$ cat src/verilog/flash_seq_pkg.sv
// constants, types and layouts of the flash command sequencer
// assumes one bus clock and an apb master on the register side
// Behaviour
// - divider register accepts only first write
// - divider write blocked while access error set
// - operations timed in whole timing clock periods
// - access error is write-one-clear, blocks commands
// - array write before divider sets error
// - array write while buffer busy sets error
// - second array write before launch sets error
// - second command write before launch sets error
// - non-command control write after array write errors
// - only five command codes accepted
// - after command only status launch write allowed
// - stop mode aborts running command with error
// - secured debug may only blank check, mass erase
// - writing zero to buffer-empty flag errors while a command is pending
// - protected addresses reject program and erase
// - mass erase disabled when anything protected
// - protection: disable bit plus 7-bit lowest protected page
// - protected region is top block or whole array
// - protection loaded from nonvolatile byte at reset
// - only debug accesses write protection register
// - array is 96 pages of 512 bytes
package flash_seq_pkg;
	// ==========================================
	// register map
	localparam logic [7:0] OFS_DIVIDER = 8'h00;
	localparam logic [7:0] OFS_PROT    = 8'h04;
	localparam logic [7:0] OFS_STATUS  = 8'h08;
	localparam logic [7:0] OFS_CMD     = 8'h0c;
	localparam logic [7:0] OFS_ARRAY   = 8'h10;
	// ==========================================
	// field positions
	localparam int DIV_PRE8_BIT  = 6;
	localparam int DIV_DONE_BIT  = 7;
	localparam int PROT_DIS_BIT  = 7;
	localparam int ST_CBE_BIT    = 7;
	localparam int ST_CCF_BIT    = 6;
	localparam int ST_PVIOL_BIT  = 5;
	localparam int ST_ACCERR_BIT = 4;
	localparam int ARR_DATA_LSB  = 16;
	// ==========================================
	// reset values
	localparam logic [7:0] PROT_RESET = 8'hff;
	localparam logic [5:0] DIV_RESET  = 6'h00;
	// ==========================================
	// array geometry
	localparam int ARRAY_BYTES = 49152;
	localparam int PAGE_BYTES  = 512;
	localparam int PAGE_COUNT  = 96;
	localparam int PAGE_LSB    = $clog2(PAGE_BYTES);
	// ==========================================
	// command codes
	localparam logic [7:0] CMD_BLANK = 8'h05;
	localparam logic [7:0] CMD_BYTE  = 8'h20;
	localparam logic [7:0] CMD_BURST = 8'h25;
	localparam logic [7:0] CMD_PAGE  = 8'h40;
	localparam logic [7:0] CMD_MASS  = 8'h41;
	// ==========================================
	// operation lengths in timing clock periods
	localparam logic [15:0] TICKS_BLANK = 16'h0001;
	localparam logic [15:0] TICKS_BYTE  = 16'h0009;
	localparam logic [15:0] TICKS_BURST = 16'h0004;
	localparam logic [15:0] TICKS_PAGE  = 16'h0fa0;
	localparam logic [15:0] TICKS_MASS  = 16'h4e20;
	localparam int PRE8_DIVIDE = 8;
	// ==========================================
	// types
	typedef enum logic [3:0] {
		SEQ_IDLE = 4'h1,
		SEQ_ADDR = 4'h2,
		SEQ_CMD  = 4'h4,
		SEQ_RUN  = 4'h8
	} seq_state_e;
	typedef struct packed {
		logic        active;
		logic [7:0]  cmd;
		logic [15:0] addr;
		logic [7:0]  data;
	} flash_op_s;
endpackage : flash_seq_pkg

$ cat src/verilog/flash_command_protect_ctrl.sv
// flash command sequencer with access errors and block protection
// assumes apb master on core_clk; array engine follows flashOp
`timescale 1ns/1ns
module flash_command_protect_ctrl (
	input  wire logic                       core_clk,
	input  wire logic                       reset_n,
	input  wire logic                       psel,
	input  wire logic                       penable,
	input  wire logic                       pwrite,
	input  wire logic [7:0]                 paddr,
	input  wire logic [31:0]                pwdata,
	output logic      [31:0]                prdata,
	output logic                            pready,
	output logic                            pslverr,
	input  wire logic                       debugAccess,
	input  wire logic                       chipSecured,
	input  wire logic                       stopMode,
	input  wire logic [7:0]                 nvProtByte,
	output flash_seq_pkg::flash_op_s        flashOp
);
	typedef struct packed {
		flash_seq_pkg::seq_state_e state;
		logic                      protLoaded;
		logic [7:0]                prot;
		logic                      divDone;
		logic                      pre8;
		logic [5:0]                divide;
		logic                      accErr;
		logic                      protViol;
		logic                      complete;
		logic [15:0]               ticks;
		flash_seq_pkg::flash_op_s  op;
		logic [31:0]               prdata;
		logic                      pready;
		logic                      pslverr;
	} ctrl_s;

	ctrl_s       s;
	ctrl_s       next_s;
	logic        tick;
	logic        blocked;
	logic        mapped;
	logic        wrDone;
	logic        errEvt;
	logic        errClear;
	logic        pendCmd;
	logic [31:0] readData;
	logic [7:0]  wrByte;

	// ==========================================
	// helpers
	function automatic logic validCmd(input logic [7:0] code);
		validCmd = code == flash_seq_pkg::CMD_BLANK || code == flash_seq_pkg::CMD_BYTE
			|| code == flash_seq_pkg::CMD_BURST || code == flash_seq_pkg::CMD_PAGE
			|| code == flash_seq_pkg::CMD_MASS;
	endfunction : validCmd

	function automatic logic [15:0] cmdTicks(input logic [7:0] code);
		unique case (code)
			flash_seq_pkg::CMD_BYTE:  cmdTicks = flash_seq_pkg::TICKS_BYTE;
			flash_seq_pkg::CMD_BURST: cmdTicks = flash_seq_pkg::TICKS_BURST;
			flash_seq_pkg::CMD_PAGE:  cmdTicks = flash_seq_pkg::TICKS_PAGE;
			flash_seq_pkg::CMD_MASS:  cmdTicks = flash_seq_pkg::TICKS_MASS;
			default:                  cmdTicks = flash_seq_pkg::TICKS_BLANK;
		endcase
	endfunction : cmdTicks

	// ==========================================
	// submodules
	flash_timing_tick timer (
		.core_clk (core_clk),
		.reset_n  (reset_n),
		.enable   (s.divDone),
		.pre8     (s.pre8),
		.divide   (s.divide),
		.tick     (tick)
	);

	flash_protect_check protect (
		.prot    (s.prot),
		.cmd     (s.op.cmd),
		.addr    (s.op.addr),
		.blocked (blocked)
	);

	// ==========================================
	// register read mux
	always_comb begin
		mapped = 1'b1;
		readData = 32'h0000_0000;
		unique case (paddr)
			flash_seq_pkg::OFS_DIVIDER: readData[7:0] = {s.divDone, s.pre8, s.divide};
			flash_seq_pkg::OFS_PROT:    readData[7:0] = s.prot;
			flash_seq_pkg::OFS_STATUS:  readData[7:0] = {s.state == flash_seq_pkg::SEQ_IDLE,
				s.complete, s.protViol, s.accErr, 4'h0};
			flash_seq_pkg::OFS_CMD:     readData[7:0] = s.op.cmd;
			flash_seq_pkg::OFS_ARRAY:   readData = {8'h00, s.op.data, s.op.addr};
			default:                    mapped = 1'b0;
		endcase
	end

	// ==========================================
	// sequencer
	always_comb begin
		next_s = s;
		errEvt = 1'b0;
		errClear = 1'b0;
		wrByte = pwdata[7:0];
		pendCmd = s.state == flash_seq_pkg::SEQ_ADDR || s.state == flash_seq_pkg::SEQ_CMD;
		// writes take effect only at the edge that completes the access
		wrDone = psel && penable && s.pready && pwrite && mapped;
		next_s.pready = 1'b0;
		next_s.pslverr = 1'b0;
		if (psel && penable && !s.pready) begin
			next_s.pready = 1'b1;
			next_s.pslverr = !mapped;
			next_s.prdata = pwrite ? 32'h0000_0000 : readData;
		end
		if (!s.protLoaded) begin
			next_s.protLoaded = 1'b1;
			next_s.prot = nvProtByte;
		end
		if (wrDone) begin
			unique case (paddr)
				flash_seq_pkg::OFS_DIVIDER: begin
					if (pendCmd) begin
						errEvt = 1'b1;
					end else if (!s.divDone && !s.accErr) begin
						next_s.divDone = 1'b1;
						next_s.pre8 = wrByte[flash_seq_pkg::DIV_PRE8_BIT];
						next_s.divide = wrByte[5:0];
					end
				end
				flash_seq_pkg::OFS_PROT: begin
					if (pendCmd) begin
						errEvt = 1'b1;
					end else if (debugAccess) begin
						next_s.prot = wrByte;
					end
				end
				flash_seq_pkg::OFS_STATUS: begin
					errClear = wrByte[flash_seq_pkg::ST_ACCERR_BIT];
					if (wrByte[flash_seq_pkg::ST_PVIOL_BIT]) begin
						next_s.protViol = 1'b0;
					end
					if (pendCmd && !wrByte[flash_seq_pkg::ST_CBE_BIT]) begin
						errEvt = 1'b1;
					end else if (s.state == flash_seq_pkg::SEQ_ADDR) begin
						errEvt = 1'b1;
					end else if (s.state == flash_seq_pkg::SEQ_CMD) begin
						if (blocked) begin
							next_s.protViol = 1'b1;
							next_s.state = flash_seq_pkg::SEQ_IDLE;
						end else begin
							next_s.state = flash_seq_pkg::SEQ_RUN;
							next_s.ticks = cmdTicks(s.op.cmd);
							next_s.op.active = 1'b1;
							next_s.complete = 1'b0;
						end
					end
				end
				flash_seq_pkg::OFS_CMD: begin
					if (s.accErr) begin
						next_s.state = s.state;
					end else if (s.state != flash_seq_pkg::SEQ_ADDR) begin
						errEvt = 1'b1;
					end else if (!validCmd(wrByte)) begin
						errEvt = 1'b1;
					end else if (debugAccess && chipSecured && wrByte != flash_seq_pkg::CMD_BLANK
						&& wrByte != flash_seq_pkg::CMD_MASS) begin
						errEvt = 1'b1;
					end else begin
						next_s.op.cmd = wrByte;
						next_s.state = flash_seq_pkg::SEQ_CMD;
					end
				end
				default: begin
					if (s.accErr) begin
						next_s.state = s.state;
					end else if (!s.divDone) begin
						errEvt = 1'b1;
					end else if (s.state == flash_seq_pkg::SEQ_RUN) begin
						errEvt = 1'b1;
					end else if (pendCmd) begin
						errEvt = 1'b1;
					end else if (pwdata[15:0] >= 16'(flash_seq_pkg::ARRAY_BYTES)) begin
						errEvt = 1'b1;
					end else begin
						next_s.op.addr = pwdata[15:0];
						next_s.op.data = pwdata[flash_seq_pkg::ARR_DATA_LSB +: 8];
						next_s.state = flash_seq_pkg::SEQ_ADDR;
					end
				end
			endcase
		end
		if (s.state == flash_seq_pkg::SEQ_RUN) begin
			if (stopMode) begin
				errEvt = 1'b1;
				next_s.op.active = 1'b0;
				next_s.state = flash_seq_pkg::SEQ_IDLE;
			end else if (tick) begin
				// length counted only in timing periods, never bus cycles
				if (s.ticks == 16'h0001) begin
					next_s.op.active = 1'b0;
					next_s.complete = 1'b1;
					next_s.state = flash_seq_pkg::SEQ_IDLE;
				end else begin
					next_s.ticks = s.ticks - 16'h0001;
				end
			end
		end
		// an error drops any half-entered command; a running one continues unless stop mode aborted it
		if (errEvt && pendCmd) begin
			next_s.state = flash_seq_pkg::SEQ_IDLE;
		end
		// set wins over a clear in the same cycle
		next_s.accErr = (s.accErr && !errClear) || errEvt;
	end

	always_ff @(posedge core_clk or negedge reset_n) begin
		if (!reset_n) begin
			s <= '{state: flash_seq_pkg::SEQ_IDLE, prot: flash_seq_pkg::PROT_RESET,
				divide: flash_seq_pkg::DIV_RESET, default: '0};
		end else begin
			s <= next_s;
		end
	end

	// ==========================================
	// outputs
	assign prdata  = s.prdata;
	assign pready  = s.pready;
	assign pslverr = s.pslverr;
	assign flashOp = s.op;
endmodule : flash_command_protect_ctrl

$ cat src/verilog/flash_protect_check.sv
// protection decode for a launched command
// assumes address and command held stable by the sequencer
`timescale 1ns/1ns
module flash_protect_check (
	input  wire logic [7:0]  prot,
	input  wire logic [7:0]  cmd,
	input  wire logic [15:0] addr,
	output logic             blocked
);
	logic protOn;
	logic inRange;

	// ==========================================
	// region decode
	// field zero covers every page, so whole array protection
	assign protOn  = !prot[flash_seq_pkg::PROT_DIS_BIT];
	assign inRange = protOn && (addr[15:flash_seq_pkg::PAGE_LSB] >= prot[6:0]);

	always_comb begin
		unique case (cmd)
			flash_seq_pkg::CMD_MASS:  blocked = protOn;
			flash_seq_pkg::CMD_BLANK: blocked = 1'b0;
			default:                  blocked = inRange;
		endcase
	end
endmodule : flash_protect_check

$ cat src/verilog/flash_timing_tick.sv
// timing clock generator: one-cycle tick per timing period
// assumes divider settings stay stable once enabled
`timescale 1ns/1ns
module flash_timing_tick (
	input  wire logic       core_clk,
	input  wire logic       reset_n,
	input  wire logic       enable,
	input  wire logic       pre8,
	input  wire logic [5:0] divide,
	output logic            tick
);
	typedef struct packed {
		logic [2:0] pre;
		logic [5:0] cnt;
		logic       tick;
	} tick_s;
	tick_s s;
	tick_s next_s;
	logic  preDone;

	// ==========================================
	// prescaler then divider
	always_comb begin
		next_s = s;
		next_s.tick = 1'b0;
		preDone = !pre8 || s.pre == 3'(flash_seq_pkg::PRE8_DIVIDE - 1);
		if (!enable) begin
			next_s.pre = 3'h0;
			next_s.cnt = 6'h00;
		end else begin
			next_s.pre = preDone ? 3'h0 : s.pre + 3'h1;
			if (preDone) begin
				if (s.cnt == divide) begin
					next_s.cnt = 6'h00;
					next_s.tick = 1'b1;
				end else begin
					next_s.cnt = s.cnt + 6'h01;
				end
			end
		end
	end

	always_ff @(posedge core_clk or negedge reset_n) begin
		if (!reset_n) begin
			s <= '0;
		end else begin
			s <= next_s;
		end
	end

	assign tick = s.tick;
endmodule : flash_timing_tick
$ cat config.mk
export PLATFORM = sky130hd
export DESIGN_NAME = flash_command_protect_ctrl
export DESIGN_NICKNAME = d
export VERILOG_FILES = /design/src/verilog/flash_seq_pkg.sv /design/src/verilog/flash_command_protect_ctrl.sv /design/src/verilog/flash_protect_check.sv /design/src/verilog/flash_timing_tick.sv
export SDC_FILE = /design/constraint.sdc
export NUM_CORES = 1
export LEC_CHECK = 0
export BUFFER_PORTS_ARGS = -buffer_cell sky130_fd_sc_hd__buf_2
export CELL_PAD_IN_SITES_DETAIL_PLACEMENT = 2
export CELL_PAD_IN_SITES_GLOBAL_PLACEMENT = 2
export CORE_MARGIN = 8
export CORE_UTILIZATION = 35
export CTS_CLUSTER_DIAMETER = 30
export CTS_CLUSTER_SIZE = 8
export DETAILED_ROUTE_END_ITERATION = 10
export GPL_TIMING_DRIVEN = 0
export PLACE_DENSITY = 0.87
export SLEW_MARGIN = 20
export SYNTH_ARGS = -nofsm -noshare
export SYNTH_HDL_FRONTEND = slang
export SYNTH_SLANG_ARGS = --single-unit
$ cat constraint.sdc
create_clock -name core_clk -period 4.7 [get_ports core_clk]
set_input_delay 0.47 -clock core_clk [delete_from_list [all_inputs] [get_ports core_clk]]
set_output_delay 0.47 -clock core_clk [all_outputs]
set_load 0.05 [all_outputs]
Yosys cells after proc, flatten, opt, wreduce, memory -nomap -nowiden --
Index checks and enable logic that the tools add are counted.
Storage, ports and cells: bits in registers 117, output and inout bits 67
Operators by class: $add $sub $neg 3, $lt $le $gt $ge 2, equal/unequal tests 25, mux-type cells 85, bitwise logic cells 7, reduce and logical (&&, ||, !) cells 36
Operators with widths (number):
- $mux 24 | 7
- $mux 8 | 12
- $mux 4 | 19
- $mux 18 | 4
- $pmux 15 s4 | 1
- $mux 19 | 3
- $mux 50 | 1
- $mux 16 | 3
- $pmux 8 s5 | 1
- $eq 8x6->1 const B | 4
- $eq 8x7->1 const B | 4
- $mux 1 | 25
- $eq 8x3->1 const B | 3
- $mux 17 | 1
- $eq 16x1->1 const B | 1
- $eq 8x4->1 const B | 2
- $ge 16x16->1 const B | 1
- $sub 16x1->16 const B | 1
- $logic_and 1x1->1 | 13
- $pmux 4 s3 | 1
- $mux 9 | 1
- $eq 8x5->1 const B | 1
- $logic_not 1->1 | 8
- $logic_not 8->1 | 1
- 28 further kinds | 40

Logic depth before layout (Yosys ltp) --
Gate-level depths: netlist (run 1).
depth after elaboration 15, mapped depth 9

Hierarchy --
Synthesis (run 1) repeated with hierarchy kept, for this count alone.
Second synthesis, totals: cell total of the unflattened synthesis 606, area, all modules 6155.9 um2
Modules (own cells, without submodules):
- flash_command_protect_ctrl | instances 1, cells each 516, area each 5373.9 um2
- flash_timing_tick | instances 1, cells each 60, area each 571.8 um2
- flash_protect_check | instances 1, cells each 30, area each 210.2 um2

Worst setup path before layout (run 1) --
Ideal clock, no wire load.
path kind input to register, start point input port paddr[1], end point register s, in the netlist flashOp[10], library setup time 125 ps, arrival 2393 ps, required time 4575 ps, slack 2182 ps, cell stages on the path 7, buffers on the path 1, cells stage by stage or4_4 or4b_4 nor2_2 nand2_1 nor2_4 buf_6 mux2_2
Between the ends: cells in the longest elaborated chain, start to end 5
RTL lines:
- from (decl) | line flash_command_protect_ctrl.sv:10 | input wire logic [7:0] paddr,
- $eq 8x4->1 (tied with other cells) | line flash_command_protect_ctrl.sv:91, flash_command_protect_ctrl.sv:124
- $reduce_or 5->1 (no source line)
- $mux 1 | line flash_command_protect_ctrl.sv:91 | unique case (paddr)
- $logic_and 1x1->1 | line flash_command_protect_ctrl.sv:111 | wrDone = psel && penable && s.pready && pwrite && mapped;
- $reduce_and 7->1 (no source line) *
- to (signal assigned) | line flash_command_protect_ctrl.sv:222 | s <= '{state: flash_seq_pkg::SEQ_IDLE, prot: flash_seq_pkg::PROT_RESET,
- to (signal assigned) | line flash_command_protect_ctrl.sv:225 | s <= next_s;
- to (decl) | line flash_command_protect_ctrl.sv:38 | ctrl_s s;
Mark *: on every way between the ends. The rest lies on a longest branch, timed or not. A chain may end at the register's enable or synchronous reset.

==> flow_metrics.tcl, run 1 <==
set metrics [dict create \
    via_per_inst 5.36 \
    fp.dieW_um 147 \
    drv_slew 0 \
    crit_path_max_fanout 10 \
    yosys_most_used_dff "dfrtp_1" \
    synthAdderAreaFrac_pct 2.48 \
    numCtsBuffers 9 \
    htreeDepth 3 \
    synth_top_family_by_area "simple AND/OR/NAND/NOR gates" \
    worstSetupEndpointType "flip-flop" \
    dr.pass1.iters 4 \
    drive_gt1_share_pct 36.5 \
    finalCriticalPeriod_ps 2970 \
    netlist_instances 582 \
    cellLeakagePower_nw 3.69 \
    grt_start_max_net_pins 71 \
    drt_iter0_drc 227 \
    setup_viol 0 \
    maxCapViolations 0 \
    initial_utilization_pct 35.3 \
    cp_data_arrival_time_ps 3230 \
    io_buffer_count 104 \
    path_depth 8 \
    finish.utilization_pct 42.4 \
    clkTransAtPathRegs_ps 80 \
    hpwl_mm 16.3 \
    fin_crit_sh_pct 63.3 \
    dpl_cell_area_um2 6910 \
    root_buffer "clkbuf_16" \
    vias 5009 \
    ir_drop_mv 0.178 \
    ioPinCount 123 \
    post_cts.repair.setup_buffers 0 \
    cts_tree "built" \
    tightest_slew_ps 703 \
    cpLargestDelayFamily "compound AO/OA/AOI/OAI gates" \
    grt_pass1_wl_mm 33.4 \
    antenna_found_initial 0 \
    fin_skew_ps 9.26 \
    grt_pass1_vias 5823 \
    ctsResizeCount 0 \
    clk_path_buf_depth 2 \
    rsz0062_at_grt "no" \
    timing.slew.headroom_pct 52.5 \
    dieArea_um2 21700 \
    grt_use_total_pct 19.7 \
    yosys.area_share.simple_pct 15.7 \
    path_cells "ha_1 -> nand2b_1 -> a2111oi_0 -> o211ai_1 -> a21oi_2 -> buf_2 -> nor3_1 -> a311oi_1" \
    fin_cells 935 \
    die_h_um 147 \
    synth.distinct_cells 67 \
    dp.cells 919 \
    area_growth_pct 20.0 \
    drc_errors 0 \
    clock.fmax_mhz 336 \
    coreArea_um2 17100 \
    yosysSeqAreaShare_pct 45.3 \
    cts_sinks 109 \
    postSynthAreaPerCell_um2 10.4 \
    run_status "finished, final reports clean" \
    worstPathRequired_ps 4950 \
    ys_ff_latch 109 \
    wire_per_inst_um 22.5 \
    power_density_nw_per_um2 276 \
    grt_overflow_total 0 \
    hold_buffers 0 \
    wl_mm 21.1 \
    final_area_um2 7260 \
    muxShareOfSynthArea_pct 10.6 \
    insertion_delay_ps 360 \
    critPathKind "flip-flop to flip-flop" \
    layout.nets 773 \
    n_antenna_cell 0 \
    path_buf_inv 1 \
    synthArstFlopShare_pct 100 \
    startpoint_type "flip-flop" \
    synth_warnings 0 \
    drt.antenna.violating_nets 0 \
    power_mw 2.00 \
    synth_edf_count 0 \
    cpMaxStageDelayCell "dfstp_2" \
    final_common_cell "buf_2" \
    synth_xor_area_share_pct 1.30 \
    gp_congestion 0.913 \
    num_rows 48 \
    final_cell_mix "buf_2 (111), dfrtp_1 (100), buf_4 (66)" \
    hold_viol 0 \
    synth_area_um2 6050 \
    cp_slowest_stage_delay_ps 560 \
    hp-class "input pin to asynchronous set/reset pin" \
    r2r_cells 8 \
    synth_compound_gate_area_share_pct 13.3 \
    setup_tns_ps 0 \
]
-- where the power goes --
part	switching, mW	internal, mW
registers	0.0106	0.952
clock network	0.372	0.524
logic	0.0984	0.0482
-- routing by layer --
metal	global-route usage, %	vias up	routed length (µm)
li1	-	2271	-
met1	22.9	2581	8520
met2	35.4	127	11100
met3	3.82	30	945
met4	6.88	0	440
met5	0	-	0
-- state kept, by name (all words and copies together), names as in the netlist --
name,flops
flashOp,33
prdata,24
s,40
pslverr,1
timer.tick,1
timer.s,9
pready,1
-- synth_stat cells (all sizes together) (2+ instances only) --
library cell / count / area [µm²]
ha: 12 / 150
nand3b: 4 / 30.0
or3: 9 / 56.3
nand3: 17 / 85.1
o21ai: 22 / 110
o221ai: 4 / 35.0
mux2: 37 / 417
nor4b: 2 / 17.5
or4: 5 / 41.3
o22a: 4 / 35.0
a31oi: 2 / 12.5
or2: 2 / 12.5
o211ai: 3 / 22.5
buf: 81 / 584
clkbuf: 9 / 33.8
conb: 2 / 7.51
nand4: 3 / 18.8
a2111oi: 3 / 26.3
xnor2: 4 / 35.0
o22ai: 2 / 12.5
a311oi: 4 / 35.0
nor2b: 8 / 50.1
a211oi: 6 / 45.0
a21oi: 20 / 104
xor2: 5 / 43.8
nand2: 32 / 120
nor3b: 4 / 35.0
dfrtp: 100 / 2500
nor3: 15 / 85.1
dfstp: 9 / 236
nor4: 10 / 75.1
nand2b: 6 / 37.5
and2: 6 / 37.5
a32o: 3 / 30.0
o21a: 2 / 15.0
a22oi: 2 / 15.0
or4b: 2 / 27.5
a22o: 19 / 166
a21o: 5 / 37.5
a21boi: 4 / 30.0
nor2: 39 / 156
and3: 4 / 25.0
inv: 17 / 63.8
o2111ai: 3 / 26.3
mux2i: 20 / 200
-- area by class of cell --
class | instances | area (µm²)
fill | 1857 | 9860
sequential | 109 | 2740
multi-input combinational | 373 | 2650
buffer | 90 | 618
clock inverter | 7 | 124
tap | 225 | 282
inverter | 17 | 63.8
timing repair buffer | 105 | 554
clock buffer | 9 | 225
-- through the flow --
stage | setup slack [ps] | hold WS (ps)
2_1_floorplan | 2180 | 174
3_3_place_gp | 1710 | 423
3_5_place_dp | 1570 | 412
4_1_cts | 1680 | 18.9
5_1_grt | 1570 | 29.5
6_report | 1730 | 3.02
-- worst paths after layout --
| check | startpoint | end | slack [ps] |
|---|---|---|---|
| worst max-delay path | s[94] | s[75] | 1730 |
| min in group core_clk | pwdata[13] | flashOp[21] | 340 |
| max in group asynchronous | reset_n | s[98] | 3940 |
| worst min register to register | timer.s[7] | timer.s[7] | 440 |
| worst min-delay path | reset_n | s[79] | 3 |
| worst max register to register | s[94] | s[75] | 1730 |
-- cell families after synthesis --
family	count (synthesis)
and+or+nand+nor	172
xor gates and xnor gates	9
DFF	109
AOI/OAI and AO/OA	113
buffers and inverters	107
muxes	58
other	2
adders and majority gates	12
(Power assumes the default switching activity.)
==> run 2, diff against run 1 <==
ABC_AREA = 1   (was unset)
CORE_UTILIZATION = 29   (was 35)
PLACE_DENSITY = 0.83   (was 0.87)
clock period = 2.47 ns   (was 4.7 ns; I/O delays follow)
==> flow_metrics.tcl, run 2 <==
set metrics [dict create \
    die_h_um 164 \
    ioPinCount 123 \
    hp-class "input pin to flip-flop" \
    io_buffer_count 106 \
    dpl_cell_area_um2 7280 \
    fin_crit_sh_pct 93.7 \
    power_mw 4.38 \
    worstPathRequired_ps 2740 \
    finalCriticalPeriod_ps 2310 \
    clock.fmax_mhz 432 \
    drt.antenna.violating_nets 0 \
    grt_pass1_vias 6271 \
    grt_use_total_pct 16.9 \
    cts_tree "built" \
    postSynthAreaPerCell_um2 8.14 \
    dieArea_um2 26800 \
    startpoint_type "flip-flop" \
    vias 5738 \
    grt_start_max_net_pins 67 \
    layout.nets 974 \
    setup_tns_ps 0 \
    worstSetupEndpointType "flip-flop" \
    ys_ff_latch 109 \
    coreArea_um2 21600 \
    dr.pass1.iters 4 \
    cp_slowest_stage_delay_ps 520 \
    path_buf_inv 4 \
    cts_sinks 109 \
    tightest_slew_ps 939 \
    via_per_inst 4.82 \
    multiInputGateArea_um2 2670 \
    synth_warnings 0 \
    fp.dieW_um 164 \
    largest_reg_flops 40 \
    drt_iter0_drc 245 \
    dp.cells 1172 \
    synth.most_common_cell "nand2_1" \
    final_area_um2 7650 \
    power_density_nw_per_um2 572 \
    clkTransAtPathRegs_ps 80 \
    wl_mm 22.1 \
    grt_overflow_total 0 \
    insertion_delay_ps 370 \
    yosysTopAreaCell "dfrtp_1" \
    setup_viol 0 \
    wire_per_inst_um 18.6 \
    synth.top_cell.area_share_pct 39.5 \
    cpMaxStageDelayCell "dfstp_2" \
    critPathKind "flip-flop to flip-flop" \
    cp_data_arrival_time_ps 2580 \
    worst_path_most_repeated_cell "inv_1" \
    hpwl_mm 17.8 \
    n_antenna_cell 0 \
    fin_skew_ps 15.5 \
    synth.area.top_cells "dfrtp_1 (40%), nand2_1 (9.1%), buf_4 (8.1%)" \
    rsz0062_at_grt "no" \
    gp_congestion 0.870 \
    htreeDepth 3 \
    area_growth_pct 20.8 \
    yosys_most_used_dff "dfrtp_1" \
    root_buffer "clkbuf_16" \
    timing.slew.headroom_pct 36.9 \
    drive_gt1_share_pct 29.5 \
    ir_drop_mv 0.291 \
    synthArstFlopShare_pct 100 \
    grt_pass1_wl_mm 35.2 \
    yosysSeqAreaShare_pct 43.2 \
    final_common_cell "nand2_1" \
    synth_edf_count 0 \
    fin_cells 1191 \
    run_status "finished, final reports clean" \
    drv_slew 0 \
    drc_errors 0 \
    seq_area_um2 2740 \
    antenna_found_initial 3 \
    initial_utilization_pct 29.3 \
    final.fill_count 2535 \
    final_cell_mix "nand2_1 (152), buf_2 (111), dfrtp_1 (100)" \
    clk_path_buf_depth 2 \
    cpLargestDelayFamily "simple AND/OR/NAND/NOR gates" \
    numCtsBuffers 9 \
    netlist_instances 778 \
    num_rows 54 \
    largest-register "s" \
    synth_area_um2 6330 \
    ys_top_cells_by_count "nand2_1 (154), dfrtp_1 (100), inv_1 (89), nor2_1 (73), buf_4 (68)" \
    crit_path_max_fanout 10 \
    path_cells "inv_1 -> ha_1 -> nand2_2 -> inv_1 -> a21oi_2 -> nand3_2 -> nand3_4 -> nand4_4 -> buf_6 -> nand2_1 -> nand3_1 -> o21ai_1 -> inv_1" \
    hold_viol 0 \
    cellLeakagePower_nw 4.07 \
    synth.distinct_cells 44 \
    finish.utilization_pct 35.4 \
    maxCapViolations 0 \
]
==> run 2: cell count changes after synthesis, moves of 9 or more <==
cell | before | now
or3_1 | 9 | 0
nand3_1 | 17 | 60
a22o_1 | 19 | 0
o21ai_1 | 0 | 10
mux2_2 | 37 | 0
mux2i_1 | 20 | 1
nand2_1 | 32 | 154
inv_1 | 17 | 89
o22ai_1 | 2 | 12
a32o_1 | 3 | 16
nor2_1 | 37 | 73
o21ai_0 | 22 | 40
==> run 2: routing by layer <==
metal	vias up	GRT usage [%]	wire length, µm
met2	99	27.9	10600
li1	2733	-	-
met3	22	3.31	1070
met4	6	4.09	219
met1	2878	22.2	10200
met5	-	0	40
==> run 2: worst register-to-register path, cell delays in order, from the launching register on <==
cell     delay [ps]
dfstp_2         520
inv_1           100
ha_1            330
nand2_2          90
inv_1            60
a21oi_2         180
nand3_2         190
nand3_4         140
nand4_4         160
buf_6           190
nand2_1          60
nand3_1          70
o21ai_1          80
inv_1            50
==> run 2: final timing paths <==
path | cells past startpoint | from | slack (ps) | endpoint
max in group asynchronous | 3 | reset_n | 1430 | s[74]
hold reg to reg | 1 | timer.s[7] | 440 | timer.s[7]
min in group asynchronous | 2 | reset_n | 360 | s[102]
hold / removal | 3 | pwdata[21] | 100 | flashOp[5]
setup / recovery | 13 | s[100] | 160 | s[78]
setup reg to reg | 13 | s[100] | 160 | s[78]
==> run 2: kinds of logic after synthesis <==
group	count (synthesis)	synth area share [%]
AO/OA/AOI/OAI	125	12.9
XOR/XNOR	9	1.24
adder cells (fa/ha/maj)	12	2.37
buffers and inverters	183	15.4
flip-flops	109	43.2
multiplexers	1	0.158
other	2	0.119
AND/OR/NAND/NOR	337	24.5
==> run 2: final cells by class <==
class	instances	share of cell area (%)
multi-input cells	493	34.9
repair buffers	110	7.70
clock buffers	9	2.94
inverters	100	5.02
plain buffers	83	7.90
flip-flops and latches	109	35.8
well taps	280	4.58
clock inverters	7	1.13
==> run 2: metrics by stage <==
step	hold slack [ps]	setup slack, ps
6_report	101	157
5_1_grt	116	7.72
4_1_cts	102	74.4
3_5_place_dp	212	-67.5
3_3_place_gp	421	-296
2_1_floorplan	-48.6	542
==> run 2: what timing repair did <==
action                     in CTS  in global routing
pin swaps                       1                  2
setup endpoints to repair      13                  8
hold endpoints to repair       34                  0
gates resized for setup         5                  7
setup buffers                   0                  2
hold buffers                    1                  0
==> run 2: where the power goes <==
group          switching [mW]  internal [mW]  leakage [nW]  total, mW
sequential              0.126           1.93          1.40       2.06
clock                   0.810          0.729         0.151       1.54
combinational           0.504          0.275          2.51      0.780
==> run 3, diff against run 2 <==
==> constraint.sdc (replaced) <==
create_clock -name core_clk -period 2.47 [get_ports core_clk]
set_input_delay 0.1235 -clock core_clk [delete_from_list [all_inputs] [get_ports core_clk]]
set_output_delay 0.1235 -clock core_clk [all_outputs]
set_load 0.05 [all_outputs]
==> flow_metrics.tcl, run 3 (synthesized netlist as in run 2, its figures left out) <==
set metrics [dict create \
    gp_congestion 0.870 \
    die_h_um 164 \
    critPathKind "flip-flop to flip-flop" \
    drt_iter0_drc 246 \
    power_mw 4.40 \
    setup_tns_ps 0 \
    finalCriticalPeriod_ps 2320 \
    dr_wl_met3_mm 1.01 \
    insertion_delay_ps 380 \
    setup_viol 0 \
    fin_crit_sh_pct 94.1 \
    hold_viol 0 \
    dpl_cell_area_um2 7280 \
    run_status "finished, final reports clean" \
    ioPinCount 123 \
    wl_mm 22.7 \
    area_growth_pct 22.1 \
    largest-register "s" \
    dr.pass1.iters 4 \
    cts_tree "built" \
    root_buffer "clkbuf_16" \
    grt_pass1_wl_mm 36.2 \
    timing.slew.headroom_pct 40.4 \
    hpwl_mm 17.8 \
    power_density_nw_per_um2 569 \
    fp.dieW_um 164 \
    tightest_slew_ps 886 \
    dieArea_um2 26800 \
    n_antenna_cell 0 \
    rrSetupSlack_ps 150 \
    drt.antenna.violating_nets 0 \
    numCtsBuffers 9 \
    final.fill_count 2524 \
    startpoint_type "flip-flop" \
    met2_length_mm 11.0 \
    via_per_inst 4.84 \
    initial_utilization_pct 29.3 \
    final_common_cell "nand2_1" \
    finish.utilization_pct 35.8 \
    cellLeakagePower_nw 4.10 \
    final_area_um2 7730 \
    wire_per_inst_um 19.0 \
    fin_ws_ps 146 \
    vias 5808 \
    final_cell_mix "nand2_1 (152), buf_2 (111), dfrtp_1 (100)" \
    clock.fmax_mhz 430 \
    crit_path_max_fanout 10 \
    clkTransAtPathRegs_ps 90 \
    drv_slew 0 \
    drt-met1-wl_mm 10.4 \
    antenna_found_initial 3 \
    maxCapViolations 0 \
    hp-class "input pin to flip-flop" \
    grt_start_max_net_pins 67 \
    cp_data_arrival_time_ps 2590 \
    clk_path_buf_depth 2 \
    fin_skew_ps 17.4 \
    dr.max_layer_used "met5" \
    htreeDepth 3 \
    grt_pass1_vias 6387 \
    worstPathRequired_ps 2730 \
    grt_use_total_pct 17.4 \
    ir_drop_mv 0.296 \
    grt_overflow_total 0 \
    layout.nets 982 \
    num_rows 54 \
    cts_sinks 109 \
    largest_reg_flops 40 \
    drc_errors 0 \
    drive_gt1_share_pct 29.3 \
    coreArea_um2 21600 \
    worstSetupEndpointType "flip-flop" \
    pre_cts_slack_ps -67.5 \
    io_buffer_count 106 \
]
## run 3: where the power goes
group,total [mW],switching (mW),leakage [nW],internal [mW]
Sequential,2.06,0.126,1.40,1.93
Clock,1.55,0.821,0.151,0.730
Combinational,0.792,0.508,2.55,0.284
Total,4.40,1.46,4.10,2.95
## run 3: worst paths after layout
check | startpoint | to | cells past startpoint
min in group asynchronous | reset_n | s[102] | 2
hold / removal | penable | pready | 3
max in group asynchronous | reset_n | s[74] | 3
setup reg to reg | s[100] | s[78] | 13
setup / recovery | s[100] | s[78] | 13
hold reg to reg | timer.s[7] | timer.s[7] | 1
## run 3: cell type report
cell class / instances / area, µm² / area share, %
Sequential cell: 109 / 2740 / 35.4
Multi-Input combinational cell: 493 / 2670 / 34.6
Tap cell: 280 / 350 / 4.53
Buffer: 83 / 604 / 7.82
Timing Repair Buffer: 118 / 669 / 8.66
Clock buffer: 9 / 225 / 2.91
Clock inverter: 7 / 86.3 / 1.12
Inverter: 100 / 384 / 4.97
## run 3: critical path, stage by stage (launching register included)
cell	delay, ps
dfstp_2	520
inv_1	100
ha_1	330
nand2_2	90
inv_1	60
a21oi_2	170
nand3_2	190
nand3_4	140
nand4_4	160
buf_6	190
nand2_1	60
nand3_1	70
o21ai_1	80
inv_1	50
## run 3: stage by stage
step | hold WS, ps | std cells
6_report | 7.58 | 1199
5_1_grt | 7.33 | 1199
4_1_cts | 0.0877 | 1197
3_5_place_dp | 88.8 | 1172
3_3_place_gp | 357 | 1171
2_1_floorplan | -172 | 785
## run 3: what timing repair did
item | in CTS | in global routing
hold buffers | 9 | 0
cloned | 0 | 0
pin swaps | 1 | 2
setup endpoints to repair | 13 | 8
setup buffers | 0 | 2
hold endpoints to repair | 42 | 0
resized for setup | 5 | 7
## run 3: per-layer routing
metal	GRT usage (%)	vias up
li1	-	2750
met1	22.5	2930
met2	29.3	99
met3	3.38	23
met4	4.30	6
met5	0	-
